File: config.mk
export PLATFORM = sky130hd
export DESIGN_NAME = ssp_i2c_slave
export DESIGN_NICKNAME = d
export VERILOG_FILES = /design/src/hw/ssp_pkg.sv /design/src/hw/ssp_i2c_slave.sv
export SDC_FILE = /design/constraint.sdc
export NUM_CORES = 1
export LEC_CHECK = 0
export BUFFER_PORTS_ARGS = -buffer_cell sky130_fd_sc_hd__clkbuf_2
export CAP_MARGIN = 20
export CORE_MARGIN = 1
export CORE_UTILIZATION = 55
export CTS_CLUSTER_DIAMETER = 40
export DETAILED_ROUTE_END_ITERATION = 16
export PLACE_DENSITY_LB_ADDON = 0.12
export SLEW_MARGIN = 40
export SYNTH_ARGS = -nofsm -noshare
export SYNTH_HDL_FRONTEND = slang
export SYNTH_SLANG_ARGS = --single-unit
export TNS_END_PERCENT = 50
File: constraint.sdc
create_clock -name clk_i -period 2.3 [get_ports clk_i]
set_input_delay 0.23 -clock clk_i [delete_from_list [all_inputs] [get_ports clk_i]]
set_output_delay 0.23 -clock clk_i [all_outputs]
set_load 0.05 [all_outputs]
File: src/hw/ssp_pkg.sv
// Purpose: shared constants and types of the two-wire slave serial port
// Assumes: 100 MHz system clock, APB register access
// Notes:   one 32-bit aligned word per register, data in the low byte
package ssp_pkg;

    // ****************************************************************
    // register map
    // ****************************************************************
    localparam logic [7:0] OFS_OWN_ADDR = 8'h00;
    localparam logic [7:0] OFS_MODE     = 8'h04;
    localparam logic [7:0] OFS_STATUS   = 8'h08;
    localparam logic [7:0] OFS_DATA     = 8'h0c;
    localparam logic [7:0] OFS_TIMEOUT  = 8'h10;

    localparam logic [7:0] RST_OWN_ADDR = 8'h00;
    localparam logic [7:0] RST_MODE     = 8'he0;
    localparam logic [7:0] RST_STATUS   = 8'h81;
    localparam logic [7:0] RST_DATA     = 8'h00;
    localparam logic [7:0] RST_TIMEOUT  = 8'h00;

    // ****************************************************************
    // field positions
    // ****************************************************************
    localparam int MODE_OP_LSB  = 5;
    localparam int MODE_UART    = 4;
    localparam int MODE_DEB_LSB = 2;
    localparam int MODE_EN      = 1;
    localparam int ST_DONE      = 7;
    localparam int ST_MATCH     = 6;
    localparam int ST_BUSY      = 5;
    localparam int ST_TX_SEL    = 4;
    localparam int ST_ACK_OUT   = 3;
    localparam int ST_MRD       = 2;
    localparam int ST_WAKE_EN   = 1;
    localparam int ST_ACK_IN    = 0;
    localparam int TO_EN        = 7;
    localparam int TO_FLAG      = 6;

    // ****************************************************************
    // operating mode codes
    // ****************************************************************
    localparam logic [2:0] OP_SPI_SLAVE = 3'h5;
    localparam logic [2:0] OP_I2C_SLAVE = 3'h6;
    localparam logic [2:0] OP_UNUSED    = 3'h7;

    // ****************************************************************
    // timing
    // ****************************************************************
    localparam int DEB_NONE = 0;
    localparam int DEB_TWO  = 2;
    localparam int DEB_FOUR = 4;
    localparam longint SYS_CLK_HZ = 64'd100000000;
    localparam longint SUB_CLK_HZ = 64'd32768;
    localparam longint TOUT_DIV   = 64'd32;
    localparam int TOUT_TICK_CYC  = int'(SYS_CLK_HZ * TOUT_DIV / SUB_CLK_HZ);
    localparam int TICK_W         = 17;
    localparam int BITS_PER_BYTE  = 8;

    // ****************************************************************
    // slave sequencer states
    // ****************************************************************
    typedef enum logic [2:0] {
        SSP_IDLE    = 3'h0,
        SSP_ADDR    = 3'h1,
        SSP_AACK    = 3'h3,
        SSP_STRETCH = 3'h2,
        SSP_RX      = 3'h6,
        SSP_RACK    = 3'h7,
        SSP_TX      = 3'h5,
        SSP_TACK    = 3'h4
    } ssp_state_t;

endpackage

File: src/hw/ssp_i2c_slave.sv
// Purpose: two-wire slave side of the shared serial unit with APB registers
// Assumes: external bus master, open-drain lines pulled high outside
// Notes:   both lines are released and the sequencer idles unless enabled
//
// What this block does
// - own address sits in bits 7..1; bit 0 is kept and read back.
// - device is selected when received address equals stored seven bits.
// - mode field 000-100 spi master, 101 spi slave, 110 two-wire, 111 unused.
// - uart-mode bit set selects uart; mode field acts only when it is low.
// - debounce field 00 none, 01 two clocks, 1x four clocks.
// - enable low releases both lines and stops the logic.
// - enable rising keeps tx and ack-out bits, defaults the status flags.
// - done flag low while shifting, high with interrupt after eight data bits.
// - match flag high on address equality, low otherwise.
// - busy flag set on start, cleared on stop.
// - tx-select one means transmitter, zero means receiver.
// - after eight received bits ack-out bit is driven on ninth clock.
// - eighth bit after address is captured as the master read flag.
// - wake-up enable lets an address match wake the system.
// - after eight sent bits master acknowledge sampled on ninth clock.
// - transmitter continues while acknowledged, releases data line on nack.
// - address arrives most significant bit first and is shifted so.
// - address match sets match flag and raises the shared interrupt.
// - a matched address is acknowledged low on the ninth bit.
// - clock held low after match until data write or dummy read.
// - time-out starts on match, restarts on clock fall, stops on stop.
//
// Register access over APB and the placing of the registers were left to the implementer.
`timescale 1ns/10ps

module ssp_i2c_slave import ssp_pkg::*; #(
    parameter int TICK_CYC = TOUT_TICK_CYC
) (
    input  wire logic        clk_i,
    input  wire logic        srst_i,
    input  wire logic        ce_i,
    input  wire logic        psel_i,
    input  wire logic        penable_i,
    input  wire logic        pwrite_i,
    input  wire logic [7:0]  paddr_i,
    input  wire logic [31:0] pwdata_i,
    input  wire logic [3:0]  pstrb_i,
    output logic             pready_o,
    output logic [31:0]      prdata_o,
    output logic             pslverr_o,
    input  wire logic        scl_i,
    output logic             scl_o,
    output logic             scl_oe_o,
    input  wire logic        sda_i,
    output logic             sda_o,
    output logic             sda_oe_o,
    output logic             irq_o,
    output logic             wake_o,
    output logic             if_active_o
);

    // ****************************************************************
    // line synchroniser and debounce
    // ****************************************************************
    logic [1:0] s1;
    logic [1:0] s2;
    logic [1:0] s3;
    logic [1:0] lvl;
    logic [1:0] filt;
    logic [1:0] fprev;
    logic [2:0] dcnt      [2];
    logic [1:0] next_lvl;
    logic [1:0] next_filt;
    logic [2:0] next_dcnt [2];
    logic [2:0] deb_len;

    function automatic logic [2:0] deb_cycles(input logic [1:0] sel);
        if (sel[1]) begin
            return 3'(DEB_FOUR);
        end else if (sel[0]) begin
            return 3'(DEB_TWO);
        end
        return 3'(DEB_NONE);
    endfunction

    logic [7:0] mode_ctrl;

    always_comb begin
        deb_len = deb_cycles(mode_ctrl[MODE_DEB_LSB +: 2]);
        for (int i = 0; i < 2; i++) begin
            next_lvl[i]  = (s2[i] == s3[i]) ? s3[i] : lvl[i];
            next_filt[i] = filt[i];
            next_dcnt[i] = 3'h0;
            if (lvl[i] != filt[i]) begin
                if (dcnt[i] >= deb_len) begin
                    next_filt[i] = lvl[i];
                end else begin
                    next_dcnt[i] = dcnt[i] + 3'h1;
                end
            end
        end
    end

    always_ff @(posedge clk_i) begin
        if (srst_i) begin
            s1    <= 2'h3;
            s2    <= 2'h3;
            s3    <= 2'h3;
            lvl   <= 2'h3;
            filt  <= 2'h3;
            fprev <= 2'h3;
            dcnt  <= '{3'h0, 3'h0};
        end else if (ce_i) begin
            s1    <= {sda_i, scl_i};
            s2    <= s1;
            s3    <= s2;
            lvl   <= next_lvl;
            filt  <= next_filt;
            fprev <= filt;
            dcnt  <= next_dcnt;
        end
    end

    // bit 0 is the clock line, bit 1 the data line
    logic scl_rise;
    logic scl_fall;
    logic start_ev;
    logic stop_ev;
    assign scl_rise = filt[0] & ~fprev[0];
    assign scl_fall = ~filt[0] & fprev[0];
    assign start_ev = filt[0] & fprev[0] & fprev[1] & ~filt[1];
    assign stop_ev  = filt[0] & fprev[0] & ~fprev[1] & filt[1];

    // ****************************************************************
    // registers, bus slave, sequencer and time-out
    // ****************************************************************
    logic [7:0]        own_addr;
    logic [7:0]        data_reg;
    logic [7:0]        to_ctrl;
    logic [7:0]        status;
    ssp_state_t        state;
    logic [3:0]        cnt;
    logic [7:0]        sh;
    logic              en_d;
    logic              to_run;
    logic [TICK_W-1:0] tick_cnt;
    logic [5:0]        per_cnt;
    logic [7:0]        next_own_addr;
    logic [7:0]        next_mode_ctrl;
    logic [7:0]        next_data_reg;
    logic [7:0]        next_to_ctrl;
    logic [7:0]        next_status;
    ssp_state_t        next_state;
    logic [3:0]        next_cnt;
    logic [7:0]        next_sh;
    logic              next_to_run;
    logic [TICK_W-1:0] next_tick_cnt;
    logic [5:0]        next_per_cnt;
    logic              next_pready;
    logic [31:0]       next_prdata;
    logic              next_pslverr;
    logic              next_scl_oe;
    logic              next_sda_oe;
    logic              next_irq;
    logic              next_wake;
    logic              i2c_mode;
    logic              active;
    logic              wr_ev;
    logic              rd_ev;
    logic              hit;
    logic [7:0]        rd_val;

    // two-wire only when uart bit low and mode code selects it
    assign i2c_mode = ~mode_ctrl[MODE_UART] &
                      (mode_ctrl[MODE_OP_LSB +: 3] == OP_I2C_SLAVE);
    assign active   = i2c_mode & mode_ctrl[MODE_EN];
    assign wr_ev    = psel_i & penable_i & pready_o & pwrite_i & pstrb_i[0];
    assign rd_ev    = psel_i & penable_i & pready_o & ~pwrite_i;

    always_comb begin
        next_own_addr  = own_addr;
        next_mode_ctrl = mode_ctrl;
        next_data_reg  = data_reg;
        next_to_ctrl   = to_ctrl;
        next_status    = status;
        next_state     = state;
        next_cnt       = cnt;
        next_sh        = sh;
        next_to_run    = to_run;
        next_tick_cnt  = tick_cnt;
        next_per_cnt   = per_cnt;
        next_scl_oe    = scl_oe_o;
        next_sda_oe    = sda_oe_o;
        next_irq       = 1'b0;
        next_wake      = wake_o & status[ST_WAKE_EN];
        next_pready    = psel_i & penable_i & ~pready_o;
        next_prdata    = prdata_o;
        next_pslverr   = pslverr_o;
        hit            = 1'b1;
        case (paddr_i)
            OFS_OWN_ADDR: rd_val = own_addr;
            OFS_MODE:     rd_val = mode_ctrl;
            OFS_STATUS:   rd_val = status;
            OFS_DATA:     rd_val = data_reg;
            OFS_TIMEOUT:  rd_val = to_ctrl;
            default: begin
                rd_val = 8'h00;
                hit    = 1'b0;
            end
        endcase
        if (next_pready) begin
            next_prdata  = {24'h000000, rd_val};
            next_pslverr = ~hit;
        end

        // software writes first so that hardware events below win
        if (wr_ev) begin
            case (paddr_i)
                OFS_OWN_ADDR: next_own_addr = pwdata_i[7:0];
                OFS_MODE:     next_mode_ctrl = pwdata_i[7:0];
                OFS_STATUS: begin
                    next_status[ST_TX_SEL]  = pwdata_i[ST_TX_SEL];
                    next_status[ST_ACK_OUT] = pwdata_i[ST_ACK_OUT];
                    next_status[ST_WAKE_EN] = pwdata_i[ST_WAKE_EN];
                end
                OFS_DATA:     next_data_reg = pwdata_i[7:0];
                OFS_TIMEOUT:  next_to_ctrl = pwdata_i[7:0];
                default: begin
                end
            endcase
        end

        // enable rising: flags to default, tx and ack-out kept
        if (i2c_mode & mode_ctrl[MODE_EN] & ~en_d) begin
            next_status[ST_DONE]   = 1'b1;
            next_status[ST_MATCH]  = 1'b0;
            next_status[ST_BUSY]   = 1'b0;
            next_status[ST_MRD]    = 1'b0;
            next_status[ST_ACK_IN] = 1'b1;
        end

        if (!active) begin
            next_state  = SSP_IDLE;
            next_scl_oe = 1'b0;
            next_sda_oe = 1'b0;
            next_to_run = 1'b0;
            next_cnt    = 4'h0;
        end else if (stop_ev) begin
            next_status[ST_BUSY] = 1'b0;
            next_state  = SSP_IDLE;
            next_scl_oe = 1'b0;
            next_sda_oe = 1'b0;
            next_to_run = 1'b0;
        end else if (start_ev) begin
            next_status[ST_BUSY] = 1'b1;
            next_state  = SSP_ADDR;
            next_cnt    = 4'h0;
            next_sda_oe = 1'b0;
        end else begin
            case (state)
                SSP_ADDR, SSP_RX: begin
                    if (scl_rise) begin
                        next_sh  = {sh[6:0], filt[1]};
                        next_cnt = cnt + 4'h1;
                        next_status[ST_DONE] = 1'b0;
                        if (state == SSP_ADDR && cnt == 4'(BITS_PER_BYTE - 1)) begin
                            // only the seven upper bits are compared
                            if (sh[6:0] == own_addr[7:1]) begin
                                next_status[ST_MATCH] = 1'b1;
                                next_status[ST_MRD]   = filt[1];
                                next_irq    = 1'b1;
                                next_wake   = status[ST_WAKE_EN];
                                next_to_run = 1'b1;
                            end else begin
                                next_status[ST_MATCH] = 1'b0;
                            end
                        end
                    end else if (scl_fall && cnt == 4'(BITS_PER_BYTE)) begin
                        if (state == SSP_ADDR) begin
                            next_sda_oe = status[ST_MATCH];
                            next_state  = status[ST_MATCH] ? SSP_AACK : SSP_IDLE;
                        end else begin
                            next_data_reg = sh;
                            next_status[ST_DONE] = 1'b1;
                            next_irq    = 1'b1;
                            next_sda_oe = ~status[ST_ACK_OUT];
                            next_state  = SSP_RACK;
                        end
                    end
                end
                SSP_AACK, SSP_RACK: begin
                    if (scl_fall) begin
                        next_sda_oe = 1'b0;
                        next_scl_oe = 1'b1;
                        next_state  = SSP_STRETCH;
                    end
                end
                SSP_STRETCH: begin
                    if (wr_ev && paddr_i == OFS_DATA && status[ST_TX_SEL]) begin
                        next_sh     = pwdata_i[7:0];
                        next_sda_oe = ~pwdata_i[7];
                        next_scl_oe = 1'b0;
                        next_cnt    = 4'h0;
                        next_status[ST_DONE] = 1'b0;
                        next_state  = SSP_TX;
                    end else if (rd_ev && paddr_i == OFS_DATA && !status[ST_TX_SEL]) begin
                        next_scl_oe = 1'b0;
                        next_cnt    = 4'h0;
                        next_status[ST_DONE] = 1'b0;
                        next_state  = SSP_RX;
                    end
                end
                SSP_TX: begin
                    if (scl_rise) begin
                        next_cnt = cnt + 4'h1;
                    end else if (scl_fall) begin
                        if (cnt == 4'(BITS_PER_BYTE)) begin
                            next_sda_oe = 1'b0;
                            next_state  = SSP_TACK;
                        end else begin
                            next_sda_oe = ~sh[3'(4'h7 - cnt)];
                        end
                    end
                end
                SSP_TACK: begin
                    if (scl_rise) begin
                        next_status[ST_ACK_IN] = filt[1];
                        next_status[ST_DONE]   = 1'b1;
                        next_irq = 1'b1;
                    end else if (scl_fall) begin
                        // nack leaves the data line free for the stop
                        next_scl_oe = ~status[ST_ACK_IN];
                        next_state  = status[ST_ACK_IN] ? SSP_IDLE : SSP_STRETCH;
                    end
                end
                default: begin
                    next_sda_oe = 1'b0;
                    next_scl_oe = 1'b0;
                end
            endcase
        end

        // time-out: ticks of 32 sub clock periods, cleared by clock falls
        if (active && to_run && to_ctrl[TO_EN]) begin
            if (scl_fall) begin
                next_tick_cnt = '0;
                next_per_cnt  = 6'h0;
            end else if (tick_cnt == TICK_W'(TICK_CYC - 1)) begin
                next_tick_cnt = '0;
                next_per_cnt  = per_cnt + 6'h1;
                if (per_cnt == to_ctrl[5:0]) begin
                    next_to_ctrl[TO_FLAG] = 1'b1;
                    next_to_ctrl[TO_EN]   = 1'b0;
                    next_status = RST_STATUS;
                    next_state  = SSP_IDLE;
                    next_scl_oe = 1'b0;
                    next_sda_oe = 1'b0;
                    next_to_run = 1'b0;
                    next_irq    = 1'b1;
                end
            end else begin
                next_tick_cnt = tick_cnt + TICK_W'(1);
            end
        end else begin
            next_tick_cnt = '0;
            next_per_cnt  = 6'h0;
        end
    end

    always_ff @(posedge clk_i) begin
        if (srst_i) begin
            own_addr    <= RST_OWN_ADDR;
            mode_ctrl   <= RST_MODE;
            data_reg    <= RST_DATA;
            to_ctrl     <= RST_TIMEOUT;
            status      <= RST_STATUS;
            state       <= SSP_IDLE;
            cnt         <= 4'h0;
            sh          <= 8'h00;
            en_d        <= 1'b0;
            to_run      <= 1'b0;
            tick_cnt    <= '0;
            per_cnt     <= 6'h0;
            pready_o    <= 1'b0;
            prdata_o    <= 32'h00000000;
            pslverr_o   <= 1'b0;
            scl_oe_o    <= 1'b0;
            sda_oe_o    <= 1'b0;
            irq_o       <= 1'b0;
            wake_o      <= 1'b0;
            if_active_o <= 1'b0;
        end else if (ce_i) begin
            own_addr    <= next_own_addr;
            mode_ctrl   <= next_mode_ctrl;
            data_reg    <= next_data_reg;
            to_ctrl     <= next_to_ctrl;
            status      <= next_status;
            state       <= next_state;
            cnt         <= next_cnt;
            sh          <= next_sh;
            en_d        <= i2c_mode & mode_ctrl[MODE_EN];
            to_run      <= next_to_run;
            tick_cnt    <= next_tick_cnt;
            per_cnt     <= next_per_cnt;
            pready_o    <= next_pready;
            prdata_o    <= next_prdata;
            pslverr_o   <= next_pslverr;
            scl_oe_o    <= next_scl_oe;
            sda_oe_o    <= next_sda_oe;
            irq_o       <= next_irq;
            wake_o      <= next_wake;
            if_active_o <= active;
        end
    end

    // open-drain lines only ever pull low
    always_ff @(posedge clk_i) begin
        scl_o <= 1'b0;
        sda_o <= 1'b0;
    end

endmodule

==> reports/metrics.yaml <==
drc_errors: 0
design_area_um2: 6894
synth_mux_area_frac: 0.04297
htreeDepth: 3
drive_gt1_frac: 0.1474
start_kind: "register"
antennaDiodeCount: 0
fillers: 1000
cts_setup_buffers: 0
path_cells: "and4bb_2, nand4_1, a41o_1, or2_2, or4_1, a21oi_1"
crit_fanout: 5
io_pins: 93
clkTransAtPathRegs_ns: 0.07
hp-class: "primary input to register"
dp.cells: 940
place.gp.congestion: 1.032
dr_total_vias: 5759
layout_common_cells: "dfxtp_1, nor2_1, nand2_1"
grt_use_total: 0.2859
path_delay_family: "simple AND/OR/NAND/NOR gates"
place_ws_ns: 0.05273
yosysSeqAreaShare: 0.3516
detail_route.iter0.violations: 425
drt_wl_total_um: 16540
tightest_slew_ns: 0.6825
die-area_um2: 12030
drv_cap: 0
wl_per_cell_um: 17.33
critPathBufInv: 0
cts_sinks: 112
largest-register: "tick_cnt"
skew_ns: 0.009243
multi_input_area_um2: 3666
antenna_left: 0
portBuffers: 39
clk_latency_ns: 0.36
power_density_nw_per_um2: 552.0
finalCritPeriodShare: 0.9640
status: "complete, no violations"
place_area_um2: 6633
critPathRequiredTime_ns: 2.58
numCtsBuffers: 9
core_area_um2: 11080
fin_nets: 873
setup_tns_ns: 0
vdd.ir_drop.worst_mv: 0.7475
rows: 38
regArea_um2: 2242
antenna_found_initial: 0
fin_ws_ns: 0.08277
cts_buffer_depth: 2
synth-xor-area-share: 0.04807
leakagePower_nw: 2.596
worst_path_largest_cell_delay_ns: 0.43
hold_viol: 0
slew_headroom: 0.5402
finalSetupViolCount: 0
start_util: 0.5757
grt_pass1_vias: 5226
end_kind: "register"
clockRootBuffer: "clkbuf_16"
grt_max_degree: 66
ys.flop_type: "dfxtp_1"
fp.dieH_um: 109.7
fin_cells: 954
avgViaCountPerCell: 6.037
cp.arrival_ns: 2.50
die_w_um: 109.7
synth-compound-area-share: 0.1832
cp_slowest_cell: "or4_1"
synth_edf_count: 0
synth.ff_latch_count: 112
synth_adder_area_share: 0.01962
synth-async-reset-ratio: 0
whs_ns: 0.08515
path_class: "register to register"
final_common_cell: "dfxtp_1"
synth_top_family_by_area: "simple AND/OR/NAND/NOR gates"
ys_warn_count: 0
first_pass_iters: 5
yosys.area_share.simple: 0.2643
synth_area_per_cell_um2: 8.218
fmax_mhz: 451.0
gr-total-overflow: 0
tritoncts: "yes"
yosysUniqueCellTypes: 82
largest_reg_flops: 17
grt_first_pass_wirelength_um: 25960
place_hpwl_um: 12080
rsz0062_at_grt: "yes"
area_growth_pct: 8.103
slew_viol_final: 0
synth_area_um2: 6377
post-route-min-period_ns: 2.217
syn_inst: 776
[through the flow]
stage | total power, mW | util
6_report | 3.806 | 0.6223
5_1_grt | 3.918 | 0.6223
4_1_cts | 3.829 | 0.6215
3_5_place_dp | 2.413 | 0.5987
3_3_place_gp | 2.407 | 0.5987
2_1_floorplan | 2.345 | -
[final timing paths]
kind                     start           to  slack [ns]  depth (start not counted)
setup reg to reg  mode_ctrl[5]  tick_cnt[9]        0.08                          6
setup / recovery  mode_ctrl[5]  tick_cnt[9]        0.08                          6
hold reg to reg          s1[1]        s2[1]        0.46                          1
hold / removal           scl_i        s1[0]        0.09                          2
[final cells by class]
cell class,instances,area share
multi-input cells,592,0.5318
clock inverters,4,0.003448
flip-flops and latches,112,0.3252
inverters,24,0.01307
repair buffers,72,0.06788
clock buffers,10,0.03321
well taps,140,0.02541
[timing repair]
action / 4_1_cts / 5_1_grt
gates resized for setup: 0 / 2
endpoints found under the setup margin: 0 / 7
hold buffers: 0 / 0
[power by group]
part	leakage, nW	total (mW)	internal, mW	switching, mW
registers	0.906	1.98	1.96	0.0180
clock network	0.128	1.43	0.721	0.712
logic	1.56	0.393	0.0977	0.295
total	2.60	3.81	2.78	1.03
[cells by family (layout without fill, tap and decap cells)]
logic type               count (synthesis)  count (layout)
AO/OA/AOI/OAI                          165             165
XOR/XNOR                                35              35
adder cells (fa/ha/maj)                 10              10
buffers and inverters                   97             110
flip-flops                             112             112
multiplexers                            24              24
other                                    1              26
AND/OR/NAND/NOR                        332             332
[layer usage]
metal,up-vias,track usage,part of all wire
li1,2786,-,-
met1,2703,0.3694,0.44
met2,231,0.4551,0.46
met3,39,0.05868,0.071
met4,0,0.1371,0.028
met5,-,0,0
[cells in the mapped netlist (8+ instances only)]
cell      count  share of area
nand2_1      81          0.048
mux2i_1      15          0.024
nand4_1      12          0.012
o32ai_1      10          0.014
and3_1       11          0.011
nand2b_1     13          0.013
a311oi_1     20          0.027
ha_1         10          0.020
nor4_1        8         0.0078
a21oi_1      44          0.035
xor2_1       20          0.027
clkbuf_1     33          0.019
nor2_1      101          0.059
o21ai_0      22          0.017
nor3_1        9         0.0071
a211oi_1     11          0.013
a211o_1      15          0.021
inv_1        24          0.014
nand3_1      31          0.024
buf_4        28          0.033
dfxtp_1     112           0.35
a22oi_1       8         0.0094
xnor2_1      15          0.021
nor2b_1      17          0.017
[worst reg2reg max path, cell delays in order, from the launching register on]
cell      delay [ns]
dfxtp_1         0.32
and4bb_2        0.33
nand4_1         0.25
a41o_1          0.30
or2_2           0.32
or4_1           0.43
a21oi_1         0.18
Note: power is estimated with default switching activity, not from simulation.
